File: src/txe_cfg.svh
// constants of the transmit character encoder: register offsets, reset
// values, code words and sequence counts.
// assumes inclusion by bare name from txe_pkg.sv and txe_encoder.sv.
`ifndef TXE_CFG_SVH
`define TXE_CFG_SVH
// ==========================================================================
// apb register map (byte addresses, one word each)
`define TXE_OFS_CTRL    12'h000
`define TXE_OFS_STATUS  12'h004
`define TXE_OFS_ERR     12'h008
`define TXE_CTRL_ST_BIT 0
`define TXE_RST_CTRL    1'h0
// ==========================================================================
// code words as sent, bit 0 (code bit a) leaves the shifter first
`define TXE_K285_NEG    10'h17c
`define TXE_K285_POS    10'h283
`define TXE_VIOL_POS    10'h079
`define TXE_VIOL_NEG    10'h386
`define TXE_K285_BYTE   8'hbc
`define TXE_SPEC_A_LAST 8'h0b
// word sync sequence: start character plus fifteen, counted 1..15
`define TXE_WS_LAST     4'hf
`define TXE_WS_FIRST    4'h1
`endif

File: src/txe_pkg.sv
// types shared by the transmit character encoder.
// assumes txe_cfg.svh is available for inclusion.
`include "txe_cfg.svh"
package txe_pkg;
  // ========================================================================
  // resolved code of a three-level static select pin
  typedef enum logic [1:0] {
    LVL_LOW  = 2'h0,
    LVL_MID  = 2'h1,
    LVL_HIGH = 2'h2
  } txe_lvl_t;
  // word sync sequence state, one per channel
  typedef enum logic [1:0] {
    WS_IDLE = 2'h1,
    WS_RUN  = 2'h2
  } txe_ws_t;
  // character kind chosen by select and control bits
  typedef enum logic [3:0] {
    CK_DATA = 4'h1,
    CK_FILL = 4'h2,
    CK_SPEC = 4'h4,
    CK_SYNC = 4'h8
  } txe_kind_t;
  // whole state of the encoder
  typedef struct packed {
    logic [7:0]        pin_s1;   // static pins, first sync stage
    logic [7:0]        pin_s2;   // static pins, second sync stage
    logic              sel_hold; // select last released by channel a
    logic              st_en;    // self-test enable
    logic [3:0]        rd;       // running disparity, 1 = positive
    txe_ws_t [3:0]     ws;
    logic [3:0][3:0]   ws_cnt;
    logic [3:0][9:0]   out_char;
    logic [3:0]        out_valid;
    logic [3:0]        par_err;
    logic [3:0]        par_sticky;
    logic [3:0]        pha_sticky;
    logic              pready;
    logic              pslverr;
    logic [31:0]       prdata;
  } txe_state_t;
endpackage : txe_pkg

File: src/txe_encoder.sv
// four-channel transmit character encoder with mode decode and apb access.
// assumes characters, parity bits and phase-align errors arrive on pclk;
// the static select pins come from outside and are synchronised here.
`timescale 1ns/1ps
`default_nettype none
`include "txe_cfg.svh"
// Notes on behaviour
// - every accepted character yields exactly one 10-bit output character
// - choice uses mode, select, two control bits and eight data bits
// - parity error with checking on emits the violation character
// - phase-align error on a channel emits violation characters instead
// - during self-test the output comes from the test sequence input
// - K28.5 sent alone as fill or within the word sync sequence
// - mode high digit not low encodes characters with 8B/10B
// - special flag uses special code rules, data flag data rules
// - two disjoint special code tables map to the same special set
// - output bit 0 is code bit a and is sent first
// - two three-level pins choose one of nine transmit modes
// - modes 3-8 use control bits as encoder control, table by mode
// - bypass passes the ten captured bits unchanged
// - bypass parity error gives positive violation 1001111000
// - bypass maps data 0-4 a-e, 5 i, 6 f, 7 g, ctl h, j
// - bypass ignores the select; no linkage between channels
// - modes 3/6: ctl0 low data, 01 fill or special, 11 sync
// - per-channel clocks: select from channel a, applied on release
// - encoded violation character carries the current disparity
// - atomic sync runs all sixteen characters, input ignored; a phase-align error still ends the run
module txe_encoder (
  input  wire logic              pclk,
  input  wire logic              presetn,
  input  wire logic              psel,
  input  wire logic              penable,
  input  wire logic              pwrite,
  input  wire logic [11:0]       paddr,
  input  wire logic [31:0]       pwdata,
  output logic      [31:0]       prdata,
  output logic                   pready,
  output logic                   pslverr,
  input  wire txe_pkg::txe_lvl_t tx_mode_select_hi,
  input  wire txe_pkg::txe_lvl_t tx_mode_select_lo,
  input  wire txe_pkg::txe_lvl_t parity_check_control,
  input  wire txe_pkg::txe_lvl_t tx_input_clock_select,
  input  wire logic              special_char_select,
  input  wire logic [3:0]        char_valid,
  input  wire logic [3:0][7:0]   tx_char_data_bits,
  input  wire logic [3:0][1:0]   tx_char_control_bits,
  input  wire logic [3:0]        tx_char_parity_bits,
  input  wire logic [3:0]        phase_align_error,
  input  wire logic [3:0][9:0]   self_test_char,
  output logic      [3:0][9:0]   tx_char_out,
  output logic      [3:0]        tx_char_out_valid,
  output logic      [3:0]        tx_parity_error
);
  import txe_pkg::*;

  // ========================================================================
  // code tables (negative running disparity forms, abcdei / fghj)
  localparam logic [31:0][5:0] TAB6 = {
    6'b101011, 6'b011110, 6'b101110, 6'b001110,
    6'b110110, 6'b010110, 6'b100110, 6'b110011,
    6'b111010, 6'b011010, 6'b101010, 6'b001011,
    6'b110010, 6'b010011, 6'b100011, 6'b011011,
    6'b010111, 6'b011100, 6'b101100, 6'b001101,
    6'b110100, 6'b010101, 6'b100101, 6'b111001,
    6'b111000, 6'b011001, 6'b101001, 6'b110101,
    6'b110001, 6'b101101, 6'b011101, 6'b100111};
  localparam logic [7:0][3:0] TAB4 = {
    4'b1110, 4'b0110, 4'b1010, 4'b1101,
    4'b1100, 4'b0101, 4'b1001, 4'b1011};

  // 8b/10b encode; returns {next disparity, character with a in bit 0}
  function automatic logic [10:0] enc_char(input logic [7:0] d,
                                           input logic       k,
                                           input logic       rd);
    logic [5:0] six;
    logic [3:0] four;
    logic       rdm;
    logic [9:0] seq;
    logic [9:0] res;
    logic [4:0] x;
    logic [2:0] y;
    x   = d[4:0];
    y   = d[7:5];
    six = (k && x == 5'h1c) ? 6'b001111 : TAB6[x];
    // polarity of the 6b block follows the running disparity
    if (rd && ($countones(six) != 3 || x == 5'h07))
      six = ~six;
    rdm  = rd ^ ($countones(six) != 3);
    four = TAB4[y];
    // alternate x.7 avoids a run of five in the middle of the character
    if (y == 3'h7 && (k || (!rdm && (x == 5'h11 || x == 5'h12 ||
        x == 5'h14)) || (rdm && (x == 5'h0b || x == 5'h0d ||
        x == 5'h0e))))
      four = 4'b0111;
    else if (k && (y == 3'h1 || y == 3'h2 || y == 3'h5 || y == 3'h6))
      four = ~four;
    if (rdm && (k || $countones(four) != 2 || y == 3'h3))
      four = ~four;
    seq = {six, four};
    for (int b = 0; b < 10; b++)
      res[b] = seq[9 - b];
    return {rdm ^ ($countones(four) != 2), res};
  endfunction : enc_char

  // special code lookup over both code sets; returns {known, k byte}
  function automatic logic [8:0] spec_map(input logic [7:0] d);
    logic [8:0] r;
    r = 9'h000;
    if (d <= `TXE_SPEC_A_LAST) begin
      case (d[3:0])
        4'h8:    r = {1'b1, 8'hf7};
        4'h9:    r = {1'b1, 8'hfb};
        4'ha:    r = {1'b1, 8'hfd};
        4'hb:    r = {1'b1, 8'hfe};
        default: r = {1'b1, d[2:0], 5'h1c};
      endcase
    end else if (d[4:0] == 5'h1c || d == 8'hf7 || d == 8'hfb ||
                 d == 8'hfd || d == 8'hfe) begin
      r = {1'b1, d};
    end
    return r;
  endfunction : spec_map

  // odd parity check; returns 1 on error
  function automatic logic par_bad(input logic [7:0] d,
                                   input logic [1:0] c,
                                   input logic       op,
                                   input txe_lvl_t   lvl,
                                   input logic       enc);
    logic bad;
    bad = 1'b0;
    if (lvl == LVL_MID && enc)
      bad = ~^{d, op};
    else if (lvl != LVL_LOW)
      bad = ~^{d, c, op};
    return bad;
  endfunction : par_bad

  function automatic logic addr_is(input logic [11:0] a,
                                   input logic [11:0] ofs);
    return a == ofs;
  endfunction : addr_is

  // ========================================================================
  // state and working signals
  txe_state_t       st_q;
  txe_state_t       st_d;
  txe_lvl_t         m_hi;
  txe_lvl_t         m_lo;
  txe_lvl_t         m_par;
  txe_lvl_t         m_ck;
  logic             bypass;
  logic             sel_eff;
  logic [3:0]       perr;
  logic [3:0]       use_enc;
  logic [3:0]       enc_k;
  logic [3:0][7:0]  enc_byte;
  logic [3:0][10:0] enc_res;
  logic [8:0]       sm;
  logic [1:0]       ct;
  txe_kind_t        kind;
  logic             apb_acc;
  logic [3:0]       err_clr;

  // ========================================================================
  // next-state logic
  always_comb begin
    st_d      = st_q;
    use_enc   = '0;
    enc_k     = '0;
    enc_byte  = '0;
    enc_res   = '0;
    sm        = '0;
    ct        = '0;
    kind      = CK_DATA;
    err_clr   = '0;
    // three-level pins come from outside: two stages before use
    st_d.pin_s1 = {tx_input_clock_select, parity_check_control,
                   tx_mode_select_lo, tx_mode_select_hi};
    st_d.pin_s2 = st_q.pin_s1;
    m_hi   = txe_lvl_t'(st_q.pin_s2[1:0]);
    m_lo   = txe_lvl_t'(st_q.pin_s2[3:2]);
    m_par  = txe_lvl_t'(st_q.pin_s2[5:4]);
    m_ck   = txe_lvl_t'(st_q.pin_s2[7:6]);
    // modes 1 and 2 behave as bypass so a test setting stays harmless
    bypass = (m_hi == LVL_LOW);
    st_d.out_valid = '0;
    st_d.par_err   = '0;
    for (int i = 0; i < 4; i++)
      perr[i] = char_valid[i] & par_bad(tx_char_data_bits[i],
                tx_char_control_bits[i], tx_char_parity_bits[i], m_par,
                !bypass);
    // independent input clocks: channel a releases the select for all
    sel_eff = st_q.sel_hold;
    if (m_ck != LVL_MID)
      sel_eff = special_char_select;
    else if (char_valid[0] && !perr[0] && !phase_align_error[0]) begin
      sel_eff       = special_char_select;
      st_d.sel_hold = special_char_select;
    end
    // per-channel character path, one output per accepted input
    for (int i = 0; i < 4; i++) begin
      ct = tx_char_control_bits[i];
      // character kind from select and control bits
      case (m_lo)
        LVL_LOW:
          kind = !ct[0] ? CK_DATA : ct[1] ? CK_SYNC :
                 sel_eff ? CK_SPEC : CK_FILL;
        LVL_MID:
          kind = !ct[0] ? CK_DATA : sel_eff ? CK_SYNC :
                 ct[1] ? CK_SPEC : CK_FILL;
        default:
          kind = (ct == 2'h0) ? CK_DATA : (ct == 2'h1) ? CK_FILL :
                 (ct == 2'h2) ? CK_SPEC : CK_SYNC;
      endcase
      if (char_valid[i]) begin
        st_d.out_valid[i] = 1'b1;
        st_d.par_err[i]   = perr[i];
        if (st_q.st_en) begin
          st_d.out_char[i] = self_test_char[i];
        end else if (phase_align_error[i]) begin
          st_d.ws[i]       = WS_IDLE;
          st_d.out_char[i] = (bypass || !st_q.rd[i]) ?
                             `TXE_VIOL_POS : `TXE_VIOL_NEG;
        end else if (bypass) begin
          st_d.ws[i]       = WS_IDLE;
          // select ignored, bits pass in weight order
          st_d.out_char[i] = perr[i] ? `TXE_VIOL_POS :
                             {ct, tx_char_data_bits[i]};
        end else if (st_q.ws[i] == WS_RUN && (m_hi == LVL_MID ||
                     (ct == 2'h0 && !perr[i]))) begin
          // atomic run ignores the input and skips the parity check
          st_d.par_err[i] = (m_hi == LVL_MID) ? 1'b0 : perr[i];
          use_enc[i]      = 1'b1;
          enc_k[i]        = 1'b1;
          enc_byte[i]     = `TXE_K285_BYTE;
          st_d.ws_cnt[i]  = st_q.ws_cnt[i] + 4'h1;
          if (st_q.ws_cnt[i] == `TXE_WS_LAST) begin
            st_d.ws[i]     = WS_IDLE;
            st_d.ws_cnt[i] = 4'h0;
          end
        end else begin
          // any break of an interruptible run ends the sequence
          st_d.ws[i]     = WS_IDLE;
          st_d.ws_cnt[i] = 4'h0;
          if (perr[i]) begin
            st_d.out_char[i] = st_q.rd[i] ?
                               `TXE_VIOL_NEG : `TXE_VIOL_POS;
          end else begin
            use_enc[i] = 1'b1;
            case (kind)
              CK_DATA: enc_byte[i] = tx_char_data_bits[i];
              CK_FILL: begin
                enc_k[i]    = 1'b1;
                enc_byte[i] = `TXE_K285_BYTE;
              end
              CK_SPEC: begin
                sm          = spec_map(tx_char_data_bits[i]);
                use_enc[i]  = sm[8];
                enc_k[i]    = 1'b1;
                enc_byte[i] = sm[7:0];
                if (!sm[8])
                  st_d.out_char[i] = st_q.rd[i] ?
                                     `TXE_VIOL_NEG : `TXE_VIOL_POS;
              end
              CK_SYNC: begin
                enc_k[i]       = 1'b1;
                enc_byte[i]    = `TXE_K285_BYTE;
                st_d.ws[i]     = WS_RUN;
                st_d.ws_cnt[i] = `TXE_WS_FIRST;
              end
              default: use_enc[i] = 1'b0;
            endcase
          end
        end
        // encoded characters advance the running disparity
        if (use_enc[i]) begin
          enc_res[i]       = enc_char(enc_byte[i], enc_k[i], st_q.rd[i]);
          st_d.out_char[i] = enc_res[i][9:0];
          st_d.rd[i]       = enc_res[i][10];
        end
      end
    end
    // apb slave: access phase takes two cycles, pready registered
    apb_acc      = psel & penable & ~st_q.pready;
    st_d.pready  = apb_acc;
    st_d.pslverr = 1'b0;
    if (apb_acc) begin
      st_d.prdata  = 32'h0;
      st_d.pslverr = !(addr_is(paddr, `TXE_OFS_CTRL) ||
                       addr_is(paddr, `TXE_OFS_STATUS) ||
                       addr_is(paddr, `TXE_OFS_ERR));
      if (!pwrite) begin
        if (addr_is(paddr, `TXE_OFS_CTRL))
          st_d.prdata[`TXE_CTRL_ST_BIT] = st_q.st_en;
        if (addr_is(paddr, `TXE_OFS_STATUS))
          for (int i = 0; i < 4; i++)
            st_d.prdata[{3'h0, i[1:0]} + 5'h04] = (st_q.ws[i] == WS_RUN);
        if (addr_is(paddr, `TXE_OFS_STATUS))
          st_d.prdata[3:0] = st_q.rd;
        if (addr_is(paddr, `TXE_OFS_ERR))
          st_d.prdata[7:0] = {st_q.pha_sticky, st_q.par_sticky};
      end
    end
    // writes land on the edge that completes the access
    if (psel && penable && st_q.pready && pwrite) begin
      if (addr_is(paddr, `TXE_OFS_CTRL))
        st_d.st_en = pwdata[`TXE_CTRL_ST_BIT];
      if (addr_is(paddr, `TXE_OFS_ERR))
        err_clr = pwdata[3:0];
    end
    // write-one-to-clear; a new error in the same cycle wins
    st_d.par_sticky = (st_q.par_sticky & ~err_clr) | perr;
    st_d.pha_sticky = (st_q.pha_sticky & ~(psel && penable && st_q.pready
                      && pwrite && addr_is(paddr, `TXE_OFS_ERR) ?
                      pwdata[7:4] : 4'h0)) | phase_align_error;
  end

  // ========================================================================
  // state register
  always_ff @(posedge pclk or negedge presetn) begin
    if (!presetn) begin
      st_q          <= '0;
      st_q.st_en    <= `TXE_RST_CTRL;
      st_q.ws       <= {WS_IDLE, WS_IDLE, WS_IDLE, WS_IDLE};
    end else begin
      st_q <= st_d;
    end
  end

  // outputs straight from the state register
  assign prdata            = st_q.prdata;
  assign pready            = st_q.pready;
  assign pslverr           = st_q.pslverr;
  assign tx_char_out       = st_q.out_char;
  assign tx_char_out_valid = st_q.out_valid;
  assign tx_parity_error   = st_q.par_err;

  // ========================================================================
  // checks on channel a
  logic [9:0] raw_a;
  logic       k285_a;
  assign raw_a  = {tx_char_control_bits[0], tx_char_data_bits[0]};
  assign k285_a = (tx_char_out[0] == `TXE_K285_NEG) ||
                  (tx_char_out[0] == `TXE_K285_POS);
endmodule : txe_encoder
`default_nettype wire

File: config.mk
export PLATFORM = sky130hd
export DESIGN_NAME = txe_encoder
export DESIGN_NICKNAME = d
export VERILOG_FILES = /design/src/txe_pkg.sv /design/src/txe_encoder.sv
export VERILOG_INCLUDE_DIRS = /design/src
export SDC_FILE = /design/constraint.sdc
export NUM_CORES = 1
export LEC_CHECK = 0
export BUFFER_PORTS_ARGS = -buffer_cell sky130_fd_sc_hd__buf_2
export CAP_MARGIN = 20
export CORE_AREA = 3 3 166 168
export DETAILED_ROUTE_END_ITERATION = 10
export DIE_AREA = 0 0 169 171
export PLACE_DENSITY_LB_ADDON = 0.15
export SLEW_MARGIN = 20
export SYNTH_ARGS = -nofsm -noshare
export SYNTH_HDL_FRONTEND = slang
export SYNTH_SLANG_ARGS = --single-unit
export TNS_END_PERCENT = 10
File: constraint.sdc
create_clock -name pclk -period 11.15 [get_ports pclk]
set_input_delay 0.5575 -clock pclk [delete_from_list [all_inputs] [get_ports pclk]]
set_output_delay 0.5575 -clock pclk [all_outputs]
set_load 0.005 [all_outputs]
Yosys cells after proc, flatten, opt, wreduce, memory -nomap -nowiden
Memories as Yosys holds them, arrays and structs flattened.
Cells that the tools add are included.
Widths: inputs -> output; s select.

operators by class
  add/subtract/negate cells = 68
  shift-type cells = 0
  $mul = 0
  reduce and logical (&&, ||, !) cells = 181
  equal/unequal tests = 158
  bitwise gates (word level) = 39
  muxes and demuxes = 344
  div/mod/pow operators = 0
  magnitude comparators = 12

operator list
  operator            count
  $mux 10             44
  $mux 9              36
  $mux 4              73
  $mux 8              26
  $eq 8x8->1 const B  16
  $pmux 8 s4          4
  $mux 6              20
  $eq 5x5->1 const B  20
  $mux 1              99
  $eq 4x4->1 const B  24
  $pmux 8 s3          4
  $add 1x1->2         40
  $logic_or 1x1->1    74
  $eq 5x4->1 const B  12
  $add 2x2->3         16
  $mux 2              24
  $reduce_xnor 11->1  4
  $logic_and 1x1->1   43
  $not 4->4           10
  $eq 3x3->1 const B  12
  $reduce_xnor 9->1   4
  $mux 33             1
  $add 3x2->4         8
  $le 8x4->1 const B  4
  other kinds (38)    184

storage, ports and cells
  memories = 8
  ROM bits = 896
  bits in writable memories = 0
  latch bits = 0
  bits in registers = 112

memories
  name             words  bits a word  read ports  clocked after memory_dff  wr ports  RTL line           text
  (no name shown)  32     6            1           0                         0         txe_encoder.sv:84  six = (k && x == 5'h1c) ? 6'b001111 : TAB6[x];
  (no name shown)  32     6            1           0                         0         txe_encoder.sv:84
  (no name shown)  32     6            1           0                         0         txe_encoder.sv:84
  (no name shown)  32     6            1           0                         0         txe_encoder.sv:84
  (no name shown)  8      4            1           0                         0         txe_encoder.sv:89  four = TAB4[y];
  (no name shown)  8      4            1           0                         0         txe_encoder.sv:89
  +2 memories      -      -            -           -                         -         -

Logic depth before layout (Yosys ltp)
Gate-level depths: netlist of run 1.

  depth in word-level cells = 67
  depth in mapped cells = 57
  depth with buffers taken out = 54

Worst setup path after synthesis of run 1
OpenSTA, ideal clock, no wires.

  kind = input to register
  start point = input tx_char_data_bits[26] (netlist name)
  end point = register st_q[117] (netlist name)
  setup time = 83 ps
  required time = 11067 ps
  slack = -523 ps
  data arrival time = 11590 ps
  stages on the path = 48
  cell sequence = buf_2 -> xnor2_1 -> xnor3_1 -> a21boi_1 -> or4_1 -> buf_2 -> nor2b_1 -> nand3_1 -> o22ai_1 -> ha_1 -> inv_1 -> a2111oi_0 -> a41o_1 -> or4_1 -> inv_1 -> fa_1 -> inv_1 -> fa_1 -> [12 not listed] -> xor2_1 -> o21ai_0 -> nor4b_1 -> mux2i_1 -> a32oi_1 -> fa_1 -> ha_1 -> ha_1 -> nor2_1 -> a41o_1 -> clkbuf_1 -> xnor2_1 -> ha_1 -> ha_1 -> ha_1 -> nand2_1 -> xor2_1 -> o21ai_0

between the ends
  longest elaborated chain between the ends = 59

ends and longest elaborated chain
  what                                      RTL line            text
  from (decl)                               txe_encoder.sv:45   input wire logic [3:0][7:0] tx_char_data_bits,
  $eq 8x8->1 or $eq 5x5->1 (tied branches)  txe_encoder.sv:117  end else if (d[4:0] == 5'h1c || d == 8'hf7 || d == 8'hfb ||
  $logic_or 1x1->1 (3 in a row)             txe_encoder.sv:117
  $logic_or 1x1->1                          txe_encoder.sv:118  d == 8'hfd || d == 8'hfe) begin
  $mux 9                                    txe_encoder.sv:117
  $mux 9                                    txe_encoder.sv:109  if (d <= `TXE_SPEC_A_LAST) begin
  $mux 9                                    txe_encoder.sv:251  case (kind)
  $mux 9                                    txe_encoder.sv:246  if (perr[i]) begin
  $mux 9                                    txe_encoder.sv:230  end else if (st_q.ws[i] == WS_RUN && (m_hi == LVL_MID ||
  [41 not listed]                           -
  $logic_and 1x1->1                         txe_encoder.sv:97   if (rdm && (k || $countones(four) != 2 || y == 3'h3))
  $mux 4                                    txe_encoder.sv:97
  $mux 4                                    txe_encoder.sv:277  if (use_enc[i]) begin
  $mux 4                                    txe_encoder.sv:216  if (char_valid[i]) begin
  $add 1x1->2 (not written as such)         txe_encoder.sv:102  return {rdm ^ ($countones(four) != 2), res};
  $add 2x2->3 (not written as such)         txe_encoder.sv:102
  $ne 3x2->1                                txe_encoder.sv:102
  $xor 1x1->1                               txe_encoder.sv:102
  to (signal assigned)                      txe_encoder.sv:327  st_q <= st_d;
  to (decl)                                 txe_encoder.sv:146  txe_state_t st_q;

Parallel ways exist; a longest one is shown, timed or not. The select of a mux whose other input is x is not followed.
A chain may end at the register's enable or synchronous reset.

Worst setup path after layout of run 1
  start point = input tx_char_data_bits[0] (netlist name)
  end point = register st_q[116] (netlist name)

between the ends
  longest elaborated chain between the ends = 60

ends and longest elaborated chain
  what                                RTL line            text
  $reduce_xnor 11->1                  txe_encoder.sv:135  bad = ~^{d, c, op};
  $mux 1                              txe_encoder.sv:134  else if (lvl != LVL_LOW)
  $mux 1 (*)                          txe_encoder.sv:132  if (lvl == LVL_MID && enc)
  $and 1x1->1 (*)                     txe_encoder.sv:190  perr[i] = char_valid[i] & par_bad(tx_char_data_bits[i],
  $logic_not 1->1 (*)                 txe_encoder.sv:197  else if (char_valid[0] && !perr[0] && !phase_align_error[0]) begin
  $logic_and 1x1->1 (*) (2 in a row)  txe_encoder.sv:197
  $mux 1 (*)                          txe_encoder.sv:197
  $mux 1 (*)                          txe_encoder.sv:195  if (m_ck != LVL_MID)
  [43 not listed]                     -
  $logic_and 1x1->1                   txe_encoder.sv:97
  $mux 4                              txe_encoder.sv:97
  $mux 4                              txe_encoder.sv:277
  $mux 4                              txe_encoder.sv:216
  $add 1x1->2 (not written as such)   txe_encoder.sv:102
  $add 2x2->3 (not written as such)   txe_encoder.sv:102
  $ne 3x2->1                          txe_encoder.sv:102
  $xor 1x1->1                         txe_encoder.sv:102

Every way passes the cells marked *; elsewhere a longest branch is shown, timed or not. The select of a mux whose other input is x is not followed.

==> results_tabular.tex, run 1 <==
\begin{tabular}{lr}
\hline
Metric & Value \\
\hline
\multicolumn{2}{l}{\textbf{Final layout}} \\
Number of nets in the final layout & 2347 \\
Utilization of the core after routing & 66.5\% \\
Final Non-Filler Cells & 2450 \\
Share of final-layout standard cells stronger than drive strength 1 & 32.3\% \\
Area delta synth->final & 25.5\% \\
\multicolumn{2}{l}{\textbf{Critical path}} \\
Worst setup path category & in -> reg \\
RR Startpoint & m\_hi[1] \\
Maximum fanout along the worst path & 7 \\
R2R Setup Slk & 0.42 ns \\
Biggest cell delay along the critical path & 0.52 ns \\
Element type at the critical path end & flip-flop \\
Slowest CP cell & sky130\_fd\_sc\_hd\_\_fa\_1 \\
Origin of the worst setup path & tx\_char\_data\_bits[0] \\
Type of element launching the critical path & input port \\
Cell repeated most along the worst path & sky130\_fd\_sc\_hd\_\_fa\_1 \\
Worst R2R Path Depth & 48 \\
End of the worst register-to-register path & st\_q[117] \\
Capturing instance or port of the critical path & st\_q[116] \\
Data required, critical path & 11.45 ns \\
Critical path data arrival time & 11.07 ns \\
\multicolumn{2}{l}{\textbf{Clock network}} \\
Post-CTS Hold Buffers & 0 \\
Num Clock Sinks & 112 \\
CTS Buf Count & 9 \\
Buffer cell driving the clock tree root & sky130\_fd\_sc\_hd\_\_clkbuf\_16 \\
Clock latency at the later pin of the worst-skew pair & 0.37 ns \\
Post-CTS clock slew at the launch and capture registers of the worst setup and hold paths & 0.08 ns \\
TritonCTS clock tree & done \\
Buffer depth of the longest clock path & 2 \\
CTS H-tree depth & 3 \\
\multicolumn{2}{l}{\textbf{Drt}} \\
Detailed-route wire length per cell & 18.3 um \\
Routed wire length & 44.9 mm \\
Average via count per standard cell & 6.02 \\
Count of TritonRoute iterations in the first routing pass & 6 \\
Routed via count & 14800 \\
Antenna-violating nets left & 0 \\
DRC violation total after the first TritonRoute iteration & 1334 \\
DR DRC count & 0 \\
\multicolumn{2}{l}{\textbf{Floorplanning}} \\
Core Box Area & 26100 sq um \\
Placement Rows & 59 \\
Initial cell density of the core & 53.0\% \\
Boundary Pins & 232 \\
Die width & 169 um \\
Die height & 171 um \\
DIE AREA & 28900 sq um \\
\multicolumn{2}{l}{\textbf{Logic synthesis}} \\
Fraction of the yosys area taken by sequential cells & 20.3\% \\
FFs w/ async S/R, synth & 100\% \\
Most area-consuming cells after synthesis & sky130\_fd\_sc\_hd\_\_dfrtp\_1 (20\%), sky130\_fd\_sc\_hd\_\_ha\_1 (5.8\%), sky130\_fd\_sc\_hd\_\_nand2\_1 (4.6\%), sky130\_fd\_sc\_hd\_\_nor2\_1 (4.5\%), sky130\_fd\_sc\_hd\_\_buf\_4 (4.4\%) \\
Post-Synthesis Mean Instance Area & 7.70 sq um \\
Total of flip-flops plus latches after synthesis & 112 \\
Number of enable flip-flop cells after synthesis & 0 \\
Number of distinct library cells after synthesis & 111 \\
Synth Flop Type & sky130\_fd\_sc\_hd\_\_dfrtp\_1 \\
Synthesized instance count & 1793 \\
Cell area after synthesis & 13800 sq um \\
Post-synth top area share & 19.6\% \\
Number of warnings reported in the yosys synthesis log & 0 \\
Cell type with the largest total area after synthesis & sky130\_fd\_sc\_hd\_\_dfrtp\_1 \\
\multicolumn{2}{l}{\textbf{STA}} \\
Transition at the pin with the smallest max-transition slack & 1.07 ns \\
Final Hold Violating Endpoints & 0 \\
Number of max-slew violations in the final report & 0 \\
Post-route clock period utilization & 96.6\% \\
Fmax & 0.0929 GHz \\
Setup repair after global routing missed its margin & true \\
Slew headroom & 27.9\% \\
Post-layout minimum cycle time & 10.77 ns \\
Worst Skew & 0.0106 ns \\
Number of failing setup endpoints in the final timing report & 0 \\
Min setup slack post-route & 0.381 ns \\
\multicolumn{2}{l}{\textbf{GRT}} \\
Global-route wire length before repair & 68.9 mm \\
Number of antenna violations at the first check in global routing & 2 \\
Global route total overflow & 0 \\
Total track usage & 28.9\% \\
Number of global-route vias before repair & 13800 \\
Pin count of the biggest net entering global routing & 81 \\
\multicolumn{2}{l}{\textbf{Placement}} \\
Worst setup timing slack at the placement stage & -0.209 ns \\
Final weighted congestion in routability-driven placement & 0.949 \\
HPWL after detailed placement & 34.4 mm \\
Number of buffers added on ports & 183 \\
Placed Cells incl. Taps & 2393 \\
\multicolumn{2}{l}{\textbf{Outcome}} \\
Outcome & finished clean \\
\multicolumn{2}{l}{\textbf{Pwr}} \\
Maximum resistive drop on vdd & 0.437 mV \\
Areal power density over the cells & 235 nW/um\^{}2 \\
Leakage & 7.68 nW \\
Sum of internal, switching and leakage power & 0.00407 W \\
\multicolumn{2}{l}{\textbf{Flow run}} \\
Max cap viols & 0 \\
\multicolumn{2}{l}{\textbf{Worst hold path}} \\
Hold/Removal Path Class & in -> async \\
\hline
\end{tabular}
[placed cells by master (no fill, tap or decap), drive strengths merged, types with 29 or more instances in the layout]
cell / instances
nand2: 168
nor3: 59
o21ai: 134
dfrtp: 108
nand3: 56
ha: 64
a31oi: 29
xnor2: 43
buf: 463
a21oi: 121
inv: 90
nor2: 167
[area by class of cell]
cell class                 count  area [sq um]
antenna                        1          2.50
clock buffer                  10           229
clock inverter                 6          60.1
fill                        2282          8740
inverter                      85           319
multi-input combinational   1438         10400
sequential                   112          2810
tap                          335           419
timing repair buffer         463          3070
[cells in the mapped netlist (18+ instances only)]
cell / number
sky130_fd_sc_hd__nand2_1: 168
sky130_fd_sc_hd__nor2_1: 165
sky130_fd_sc_hd__o21ai_0: 119
sky130_fd_sc_hd__a21oi_1: 118
sky130_fd_sc_hd__dfrtp_1: 108
sky130_fd_sc_hd__inv_1: 84
sky130_fd_sc_hd__buf_4: 81
sky130_fd_sc_hd__clkbuf_1: 81
sky130_fd_sc_hd__ha_1: 64
sky130_fd_sc_hd__nand3_1: 56
sky130_fd_sc_hd__nor3_1: 55
sky130_fd_sc_hd__xnor2_1: 43
sky130_fd_sc_hd__a21o_1: 28
sky130_fd_sc_hd__o211ai_1: 28
sky130_fd_sc_hd__nor2b_1: 26
sky130_fd_sc_hd__a31oi_1: 25
sky130_fd_sc_hd__fa_1: 24
sky130_fd_sc_hd__and3_1: 23
sky130_fd_sc_hd__xor2_1: 23
sky130_fd_sc_hd__and2_1: 22
sky130_fd_sc_hd__mux2i_1: 21
sky130_fd_sc_hd__a211oi_1: 18
sky130_fd_sc_hd__nand2b_1: 18
[routing by layer]
metal	global-route usage (%)	wire length [um]
met1	38.6	19400
met2	48.7	21600
met3	3.90	2770
met4	9.32	1140
met5	0	13
[metrics by stage]
| step | hold WS (ns) | instance area (sq um) | TNS [ns] |
|---|---|---|---|
| 6_report | 0.139 | 17300 | 0 |
| 5_1_grt | 0.157 | 17300 | -0.278 |
| 4_1_cts | 0.142 | 16400 | 0 |
| 3_5_place_dp | 0.335 | 16100 | -0.652 |
| 3_3_place_gp | 0.335 | 16100 | 0 |
| 2_1_floorplan | 0.262 | 13900 | -0.294 |
[power breakdown]
group,internal (W),switching (W)
clock network,0.000158,0.000173
logic,0.00160,0.00159
registers,0.000490,0.0000589
total,0.00225,0.00182
[worst min path at each step]
stage	endpoint	depth (start not counted)	start	slack, ns
CTS	tx_char_out[35]	1	presetn	0.14
detailed placement	m_lo[0]	0	st_d[122]	0.33
global placement	m_par[0]	0	st_d[124]	0.33
global route	tx_char_out[35]	1	presetn	0.16
finish	tx_char_out[35]	1	presetn	0.14
floorplan	m_ck[0]	0	presetn	0.26
[logic make-up after synthesis]
logic type      count (synthesis)  synth area share (%)
fa+ha+maj                      91                  9.50
buf+inv                       266                  9.72
mux                            33                  2.50
compound gates                562                  28.6
xor+xnor                       76                  5.80
simple gates                  652                  23.5
flops                         112                  20.3
other cells                     1                0.0272
[flip-flops by register name (all words and copies together), names as in the netlist]
| register | count |
|---|---|
| tx_parity_error | 4 |
| pready | 1 |
| m_hi | 2 |
| tx_char_out_valid | 4 |
| prdata | 8 |
| m_ck | 2 |
| m_lo | 2 |
| m_par | 2 |
| st_d | 8 |
| pslverr | 1 |
| tx_char_out | 40 |
| st_q | 38 |
[worst max-delay path: cells and delay by family]
family,cells,cell delay [ns]
AOI/OAI and AO/OA,13,2.42
and+or+nand+nor,6,1.20
buffers and inverters,10,0.79
adders and majority gates,15,4.78
xor gates and xnor gates,6,1.29
[timing repair]
action                     in CTS  in global routing
setup endpoints to repair       0                  5
resized for setup               0                150
setup buffers                   0                 41
Note: power is estimated with default switching activity, not from simulation.
==> run 2, diff against run 1 <==
--- a/config.mk
+++ b/config.mk
@@ -8,9 +8,11 @@
 export LEC_CHECK = 0
 export BUFFER_PORTS_ARGS = -buffer_cell sky130_fd_sc_hd__buf_2
 export CAP_MARGIN = 20
-export CORE_AREA = 3 3 166 168
+export CELL_PAD_IN_SITES_DETAIL_PLACEMENT = 1
+export CELL_PAD_IN_SITES_GLOBAL_PLACEMENT = 1
+export CORE_AREA = 3 3 193 195
 export DETAILED_ROUTE_END_ITERATION = 10
-export DIE_AREA = 0 0 169 171
+export DIE_AREA = 0 0 196 198
 export PLACE_DENSITY_LB_ADDON = 0.15
 export SLEW_MARGIN = 20
 export SYNTH_ARGS = -nofsm -noshare
==> run 2 against run 1 <==
Count of clock-buffer cells in the layout is 1 higher. Global-route usage shrank 3.1 points. Sequential power rose by 1%. Worst hold slack gained 0.038 ns. Clock power is 6% higher. Clock skew up 0.0076 ns. Critical path depth did not move. Via count rose by 0.96%. Core utilization shrank 17 points. Cell count increased by 6.2%. Sequential share of layout area fell by 0.36 points. Register-to-register slack worse by 0.08 ns.
==> results_tabular.tex, run 2 (synthesized netlist as in run 1, its figures left out) <==
\begin{tabular}{lr}
\hline
Metric & Value \\
\hline
\multicolumn{2}{l}{\textbf{Drt}} \\
DRC violation total after the first TritonRoute iteration & 730 (-45\%) \\
Detailed-route wire length per cell & 20.3 um (+11\%) \\
Routed via count & 14900 (+0.96\%) \\
Count of TritonRoute iterations in the first routing pass & 4 (-2) \\
DR DRC count & 0 (unchanged) \\
Antenna-violating nets left & 0 (unchanged) \\
Average via count per standard cell & 5.72 (-5.0\%) \\
Routed wire length & 52.7 mm (+17\%) \\
\multicolumn{2}{l}{\textbf{STA}} \\
Worst Skew & 0.0182 ns (+0.00760 ns) \\
Final Hold Violating Endpoints & 0 (unchanged) \\
Slew headroom & 27.4\% (-0.55 points) \\
Number of max-slew violations in the final report & 0 (unchanged) \\
Final TNS setup & 0 ns (unchanged) \\
Number of failing setup endpoints in the final timing report & 0 (unchanged) \\
Setup repair after global routing missed its margin & true \\
Post-layout minimum cycle time & 10.91 ns (+0.142 ns) \\
Worst hold margin & 0.177 ns (+0.0384 ns) \\
Fmax & 0.0917 GHz (-1.3\%) \\
Post-route clock period utilization & 97.9\% (+1.3 points) \\
Transition at the pin with the smallest max-transition slack & 1.08 ns (+0.00822 ns) \\
\multicolumn{2}{l}{\textbf{Final layout}} \\
Most used cells in the layout excluding fill and tap cells & sky130\_fd\_sc\_hd\_\_buf\_4 (299), sky130\_fd\_sc\_hd\_\_buf\_2 (182), sky130\_fd\_sc\_hd\_\_nand2\_1 (163) \\
Flip-flop count of the largest register after layout & 40 (unchanged) \\
Share of final-layout standard cells stronger than drive strength 1 & 33.1\% (+0.84 points) \\
Most common cell after layout, fill and taps aside & sky130\_fd\_sc\_hd\_\_buf\_4 \\
Final Non-Filler Cells & 2603 (+6.2\%) \\
Final cell area excluding filler cells & 17700 sq um (+2.3\%) \\
Inserted Diodes & 0 (-1) \\
Area delta synth->final & 28.4\% \\
Number of nets in the final layout & 2375 (+1.2\%) \\
\multicolumn{2}{l}{\textbf{GRT}} \\
Global-route wire length before repair & 81.5 mm (+18\%) \\
Number of antenna violations at the first check in global routing & 1 (-1) \\
Total track usage & 25.8\% (-3.1 points) \\
Global route total overflow & 0 (unchanged) \\
Number of global-route vias before repair & 15200 (+10\%) \\
Pin count of the biggest net entering global routing & 71 (-12\%) \\
\multicolumn{2}{l}{\textbf{Critical path}} \\
Type of element launching the critical path & input port \\
Critical path data arrival time & 11.19 ns (+0.12 ns) \\
Family of cells with the greatest summed delay on the critical path & adder cells \\
Worst setup path category & in -> reg \\
Worst path bufs/invs & 10 (unchanged) \\
Maximum fanout along the worst path & 5 (-2) \\
Slowest CP cell & sky130\_fd\_sc\_hd\_\_fa\_1 \\
Biggest cell delay along the critical path & 0.54 ns (+0.02 ns) \\
Data required, critical path & 11.43 ns (-0.02 ns) \\
Element type at the critical path end & flip-flop \\
\multicolumn{2}{l}{\textbf{Pwr}} \\
Leakage & 7.83 nW (+1.9\%) \\
Areal power density over the cells & 240 nW/um\^{}2 (+2.1\%) \\
Sum of internal, switching and leakage power & 0.00425 W (+4.4\%) \\
Maximum resistive drop on vdd & 0.246 mV (-44\%) \\
\multicolumn{2}{l}{\textbf{Floorplanning}} \\
Placement Rows & 69 (+17\%) \\
Die width & 196 um (+16\%) \\
Die height & 198 um (+16\%) \\
Boundary Pins & 232 (unchanged) \\
DIE AREA & 38800 sq um (+34\%) \\
Core Box Area & 35600 sq um (+36\%) \\
Initial cell density of the core & 38.8\% (-14 points) \\
\multicolumn{2}{l}{\textbf{Clock network}} \\
CTS H-tree depth & 3 (unchanged) \\
Buffer depth of the longest clock path & 2 (unchanged) \\
Num Clock Sinks & 112 (unchanged) \\
Post-CTS clock slew at the launch and capture registers of the worst setup and hold paths & 0.08 ns (about the same) \\
CTS Buf Count & 9 (unchanged) \\
Buffer cell driving the clock tree root & sky130\_fd\_sc\_hd\_\_clkbuf\_16 \\
Clock latency at the later pin of the worst-skew pair & 0.39 ns (+0.02 ns) \\
TritonCTS clock tree & done \\
Post-CTS Hold Buffers & 0 (unchanged) \\
\multicolumn{2}{l}{\textbf{Flow run}} \\
Max cap viols & 0 (unchanged) \\
\multicolumn{2}{l}{\textbf{Outcome}} \\
Outcome & finished clean \\
\multicolumn{2}{l}{\textbf{Placement}} \\
Number of buffers added on ports & 183 (unchanged) \\
HPWL after detailed placement & 41.5 mm (+21\%) \\
Area after DPL & 16500 sq um (+2.6\%) \\
Placed Cells incl. Taps & 2553 (+6.7\%) \\
Final weighted congestion in routability-driven placement & 0.911 (-3.9\%) \\
\multicolumn{2}{l}{\textbf{Worst hold path}} \\
Hold/Removal Path Class & in -> async \\
\hline
\end{tabular}
run 2: cell count changes in the layout (fill, tap and decap cells not counted), moves of 3 or more:
cell,change
sky130_fd_sc_hd__o31ai_2,+3
sky130_fd_sc_hd__inv_6,-5
sky130_fd_sc_hd__buf_4,+29
sky130_fd_sc_hd__buf_6,-3
run 2: where the power goes:
group	internal [W]	switching, W	total, W
clock network	0.000175	0.000175	0.000350
logic	0.00166	0.00169	0.00335
registers	0.000490	0.0000648	0.000555
run 2: path summary, 6_finish.rpt:
path / startpoint / end / slack, ns / cells after the start
worst max-delay path: tx_char_data_bits[0] / st_q[116] / 0.24 / 50
worst min-delay path: presetn / tx_char_out[30] / 0.18 / 1
worst max register to register: m_hi[1] / st_q[116] / 0.34 / 48
worst min register to register: st_d[126] / m_ck[0] / 0.35 / 0
max in group asynchronous: presetn / m_par[0] / 9.55 / 2
min in group pclk: parity_check_control[0] / st_d[124] / 0.28 / 1
run 2: cell type report:
cell class                      count  area, sq um
Clock buffer                       11          233
Tap cell                          461          577
Inverter                           85          322
Fill cell                        4421        17900
Timing Repair Buffer              490         3270
Sequential cell                   112         2810
Multi-Input combinational cell   1439        10400
Clock inverter                      5         58.8
run 2: repair_timing:
action / CTS / global route
pin swaps: 0 / 78
cloned: 0 / 1
buffers inserted: 0 / 33
endpoints found under the setup margin: 3 / 12
resized for setup: 1 / 151
run 2: routing by layer:
layer,vias to the layer above,share of wire [%],GRT usage [%]
met5,-,0.025,0
met4,2,1.6,5.12
met3,55,3.5,3.16
met2,286,50,45.9
met1,7415,45,34.0
li1,7140,-,-
run 2: stage by stage:
step | setup slack [ns] | util, %
5_1_grt | -0.220 | 49.8
3_5_place_dp | -0.346 | 46.3
4_1_cts | 0.000647 | 47.2
3_3_place_gp | -0.0990 | 46.3
2_1_floorplan | -0.105 | -
6_report | 0.240 | 49.8
==> run 3, diff against run 2 <==
--- a/config.mk
+++ b/config.mk
@@ -10,9 +10,9 @@
 export CAP_MARGIN = 20
 export CELL_PAD_IN_SITES_DETAIL_PLACEMENT = 1
 export CELL_PAD_IN_SITES_GLOBAL_PLACEMENT = 1
-export CORE_AREA = 3 3 193 195
+export CORE_AREA = 3 3 184 204
 export DETAILED_ROUTE_END_ITERATION = 10
-export DIE_AREA = 0 0 196 198
+export DIE_AREA = 0 0 187 207
 export PLACE_DENSITY_LB_ADDON = 0.15
 export SLEW_MARGIN = 20
 export SYNTH_ARGS = -nofsm -noshare
==> run 3 against run 2 <==
Highest routed layer unchanged. Flip-flop and latch count unchanged. Via count about the same. Die area decreased by 0.26%. Clock power about the same. Critical endpoint is now st_q[117]. Cell count up 0.61%. Global-route usage grew 0.13 points. Worst hold slack lost 0.012 ns. Power down 6.3%. Combinational power down 8.1%. Register-to-register slack worse by 0.13 ns. Clock skew shrank 0.0082 ns.
==> results_tabular.tex, run 3 (synthesized netlist as in run 1, its figures left out) <==
\begin{tabular}{lr}
\hline
Metric & Value \\
\hline
\multicolumn{2}{l}{\textbf{STA}} \\
Fmax & 0.0909 GHz (-0.83\%) \\
Slew headroom & 24.6\% (-2.7 points) \\
Final Hold Violating Endpoints & 0 (unchanged) \\
Post-route clock period utilization & 98.7\% (+0.82 points) \\
Worst hold margin & 0.165 ns (-0.0115 ns) \\
Number of max-slew violations in the final report & 0 (unchanged) \\
Worst Skew & 0.00997 ns (-0.00820 ns) \\
Post-layout minimum cycle time & 11.00 ns (+0.0915 ns) \\
Number of failing setup endpoints in the final timing report & 0 (unchanged) \\
Setup repair after global routing missed its margin & true \\
Final TNS setup & 0 ns (unchanged) \\
Transition at the pin with the smallest max-transition slack & 1.12 ns (+0.0406 ns) \\
\multicolumn{2}{l}{\textbf{Floorplanning}} \\
Initial cell density of the core & 38.4\% (-0.35 points) \\
Boundary Pins & 232 (unchanged) \\
DIE AREA & 38700 sq um (-0.26\%) \\
Placement Rows & 73 (+5.8\%) \\
Core Box Area & 35900 sq um (+0.92\%) \\
Die height & 207 um (+4.5\%) \\
Die width & 187 um (-4.6\%) \\
\multicolumn{2}{l}{\textbf{Critical path}} \\
Biggest cell delay along the critical path & 0.55 ns (about the same) \\
Critical path data arrival time & 11.28 ns (+0.09 ns) \\
Type of element launching the critical path & input port \\
Maximum fanout along the worst path & 8 (+3) \\
Cell repeated most along the worst path & sky130\_fd\_sc\_hd\_\_ha\_1 \\
Data required, critical path & 11.43 ns (about the same) \\
Element type at the critical path end & flip-flop \\
Worst setup path category & in -> reg \\
Slowest CP cell & sky130\_fd\_sc\_hd\_\_fa\_1 \\
\multicolumn{2}{l}{\textbf{GRT}} \\
Number of global-route vias before repair & 15600 (+2.5\%) \\
Number of antenna violations at the first check in global routing & 4 (+3) \\
Pin count of the biggest net entering global routing & 68 (-4.2\%) \\
Global-route wire length before repair & 82.6 mm (+1.3\%) \\
Total track usage & 26.0\% (+0.13 points) \\
Global route total overflow & 0 (unchanged) \\
\multicolumn{2}{l}{\textbf{Clock network}} \\
Clock latency at the later pin of the worst-skew pair & 0.39 ns (about the same) \\
Num Clock Sinks & 112 (unchanged) \\
Post-CTS Hold Buffers & 0 (unchanged) \\
CTS Buf Count & 9 (unchanged) \\
Buffer cell driving the clock tree root & sky130\_fd\_sc\_hd\_\_clkbuf\_16 \\
TritonCTS clock tree & done \\
Post-CTS clock slew at the launch and capture registers of the worst setup and hold paths & 0.08 ns (about the same) \\
CTS H-tree depth & 3 (unchanged) \\
Buffer depth of the longest clock path & 2 (unchanged) \\
\multicolumn{2}{l}{\textbf{Drt}} \\
Detailed-route wire length per cell & 19.8 um (-2.0\%) \\
DRC violation total after the first TritonRoute iteration & 731 (+0.14\%) \\
Routed wire length & 52.0 mm (-1.4\%) \\
Antenna-violating nets left & 0 (unchanged) \\
DR DRC count & 0 (unchanged) \\
Count of TritonRoute iterations in the first routing pass & 5 (+1) \\
Average via count per standard cell & 5.69 (-0.53\%) \\
Routed via count & 14900 (+0.081\%) \\
\multicolumn{2}{l}{\textbf{Worst hold path}} \\
Hold/Removal Path Class & in -> async \\
\multicolumn{2}{l}{\textbf{Final layout}} \\
Share of final-layout standard cells stronger than drive strength 1 & 30.7\% (-2.4 points) \\
Most used cells in the layout excluding fill and tap cells & sky130\_fd\_sc\_hd\_\_buf\_4 (292), sky130\_fd\_sc\_hd\_\_buf\_2 (182), sky130\_fd\_sc\_hd\_\_nand2\_1 (164) \\
Area delta synth->final & 25.4\% \\
Number of nets in the final layout & 2362 (-0.55\%) \\
Most common cell after layout, fill and taps aside & sky130\_fd\_sc\_hd\_\_buf\_4 \\
Final cell area excluding filler cells & 17300 sq um (-2.3\%) \\
Flip-flop count of the largest register after layout & 40 (unchanged) \\
\multicolumn{2}{l}{\textbf{Placement}} \\
HPWL after detailed placement & 41.5 mm (about the same) \\
Area after DPL & 16500 sq um (+0.11\%) \\
Final weighted congestion in routability-driven placement & 0.918 (+0.69\%) \\
Number of buffers added on ports & 183 (unchanged) \\
\multicolumn{2}{l}{\textbf{Pwr}} \\
Maximum resistive drop on vdd & 0.319 mV (+30\%) \\
Leakage & 7.70 nW (-1.7\%) \\
Areal power density over the cells & 230 nW/um\^{}2 (-4.1\%) \\
Sum of internal, switching and leakage power & 0.00398 W (-6.3\%) \\
\multicolumn{2}{l}{\textbf{Flow run}} \\
Max cap viols & 0 (unchanged) \\
\multicolumn{2}{l}{\textbf{Outcome}} \\
Outcome & finished clean \\
\hline
\end{tabular}
## run 3: per-layer routing
layer / global-route usage, % / wire (um) / vias up
li1: - / - / 7112
met1: 33.6 / 23100 / 7416
met2: 44.8 / 25700 / 288
met3: 2.76 / 1480 / 90
met4: 9.67 / 1660 / 4
met5: 0 / 27 / -
## run 3: what timing repair did
action,4_1_cts,5_1_grt
pin swaps,0,37
buffers inserted,0,22
gates cloned,0,1
resized for setup,3,78
endpoints found under the setup margin,3,7
## run 3: per-stage QoR
stage | setup slack [ns] | std cells | util, %
floorplan | -0.105 | 1816 | -
finish | 0.148 | 2619 | 48.2
CTS | -0.00428 | 2593 | 46.8
global route | -0.360 | 2618 | 48.2
detailed placement | -0.381 | 2577 | 46.0
global placement | -0.109 | 2577 | 46.0
## run 3: report_power, final
part	internal, W	switching [W]
combinational	0.00151	0.00157
clock	0.000159	0.000188
sequential	0.000490	0.0000631
total	0.00216	0.00183
## run 3: final cells by class
cell class / count / area (sq um)
inverter: 85 / 322
clock buffer: 9 / 225
multi-input combinational: 1439 / 10100
tap: 487 / 609
timing repair buffer: 477 / 3150
clock inverter: 7 / 72.6
antenna: 3 / 7.51
sequential: 112 / 2810
fill: 4490 / 18600
## run 3: worst max-delay path: cells and delay by family
kind            cells  cell delay [ns]
simple gates        9             2.09
fa+ha+maj          14             4.53
buf+inv             8             0.75
mux                 1             0.14
xor+xnor            6             1.62
compound gates      9             1.58
## run 3: final timing paths
check | cells after the start | from | slack, ns | endpoint
min in group pclk | 1 | tx_mode_select_lo[0] | 0.27 | st_d[122]
max | 47 | tx_char_data_bits[7] | 0.15 | st_q[117]
max in group asynchronous | 2 | presetn | 9.56 | st_q[118]
max reg2reg | 44 | m_hi[1] | 0.21 | st_q[117]
min reg2reg | 0 | st_d[123] | 0.35 | m_lo[1]
min | 1 | presetn | 0.17 | tx_char_out[34]
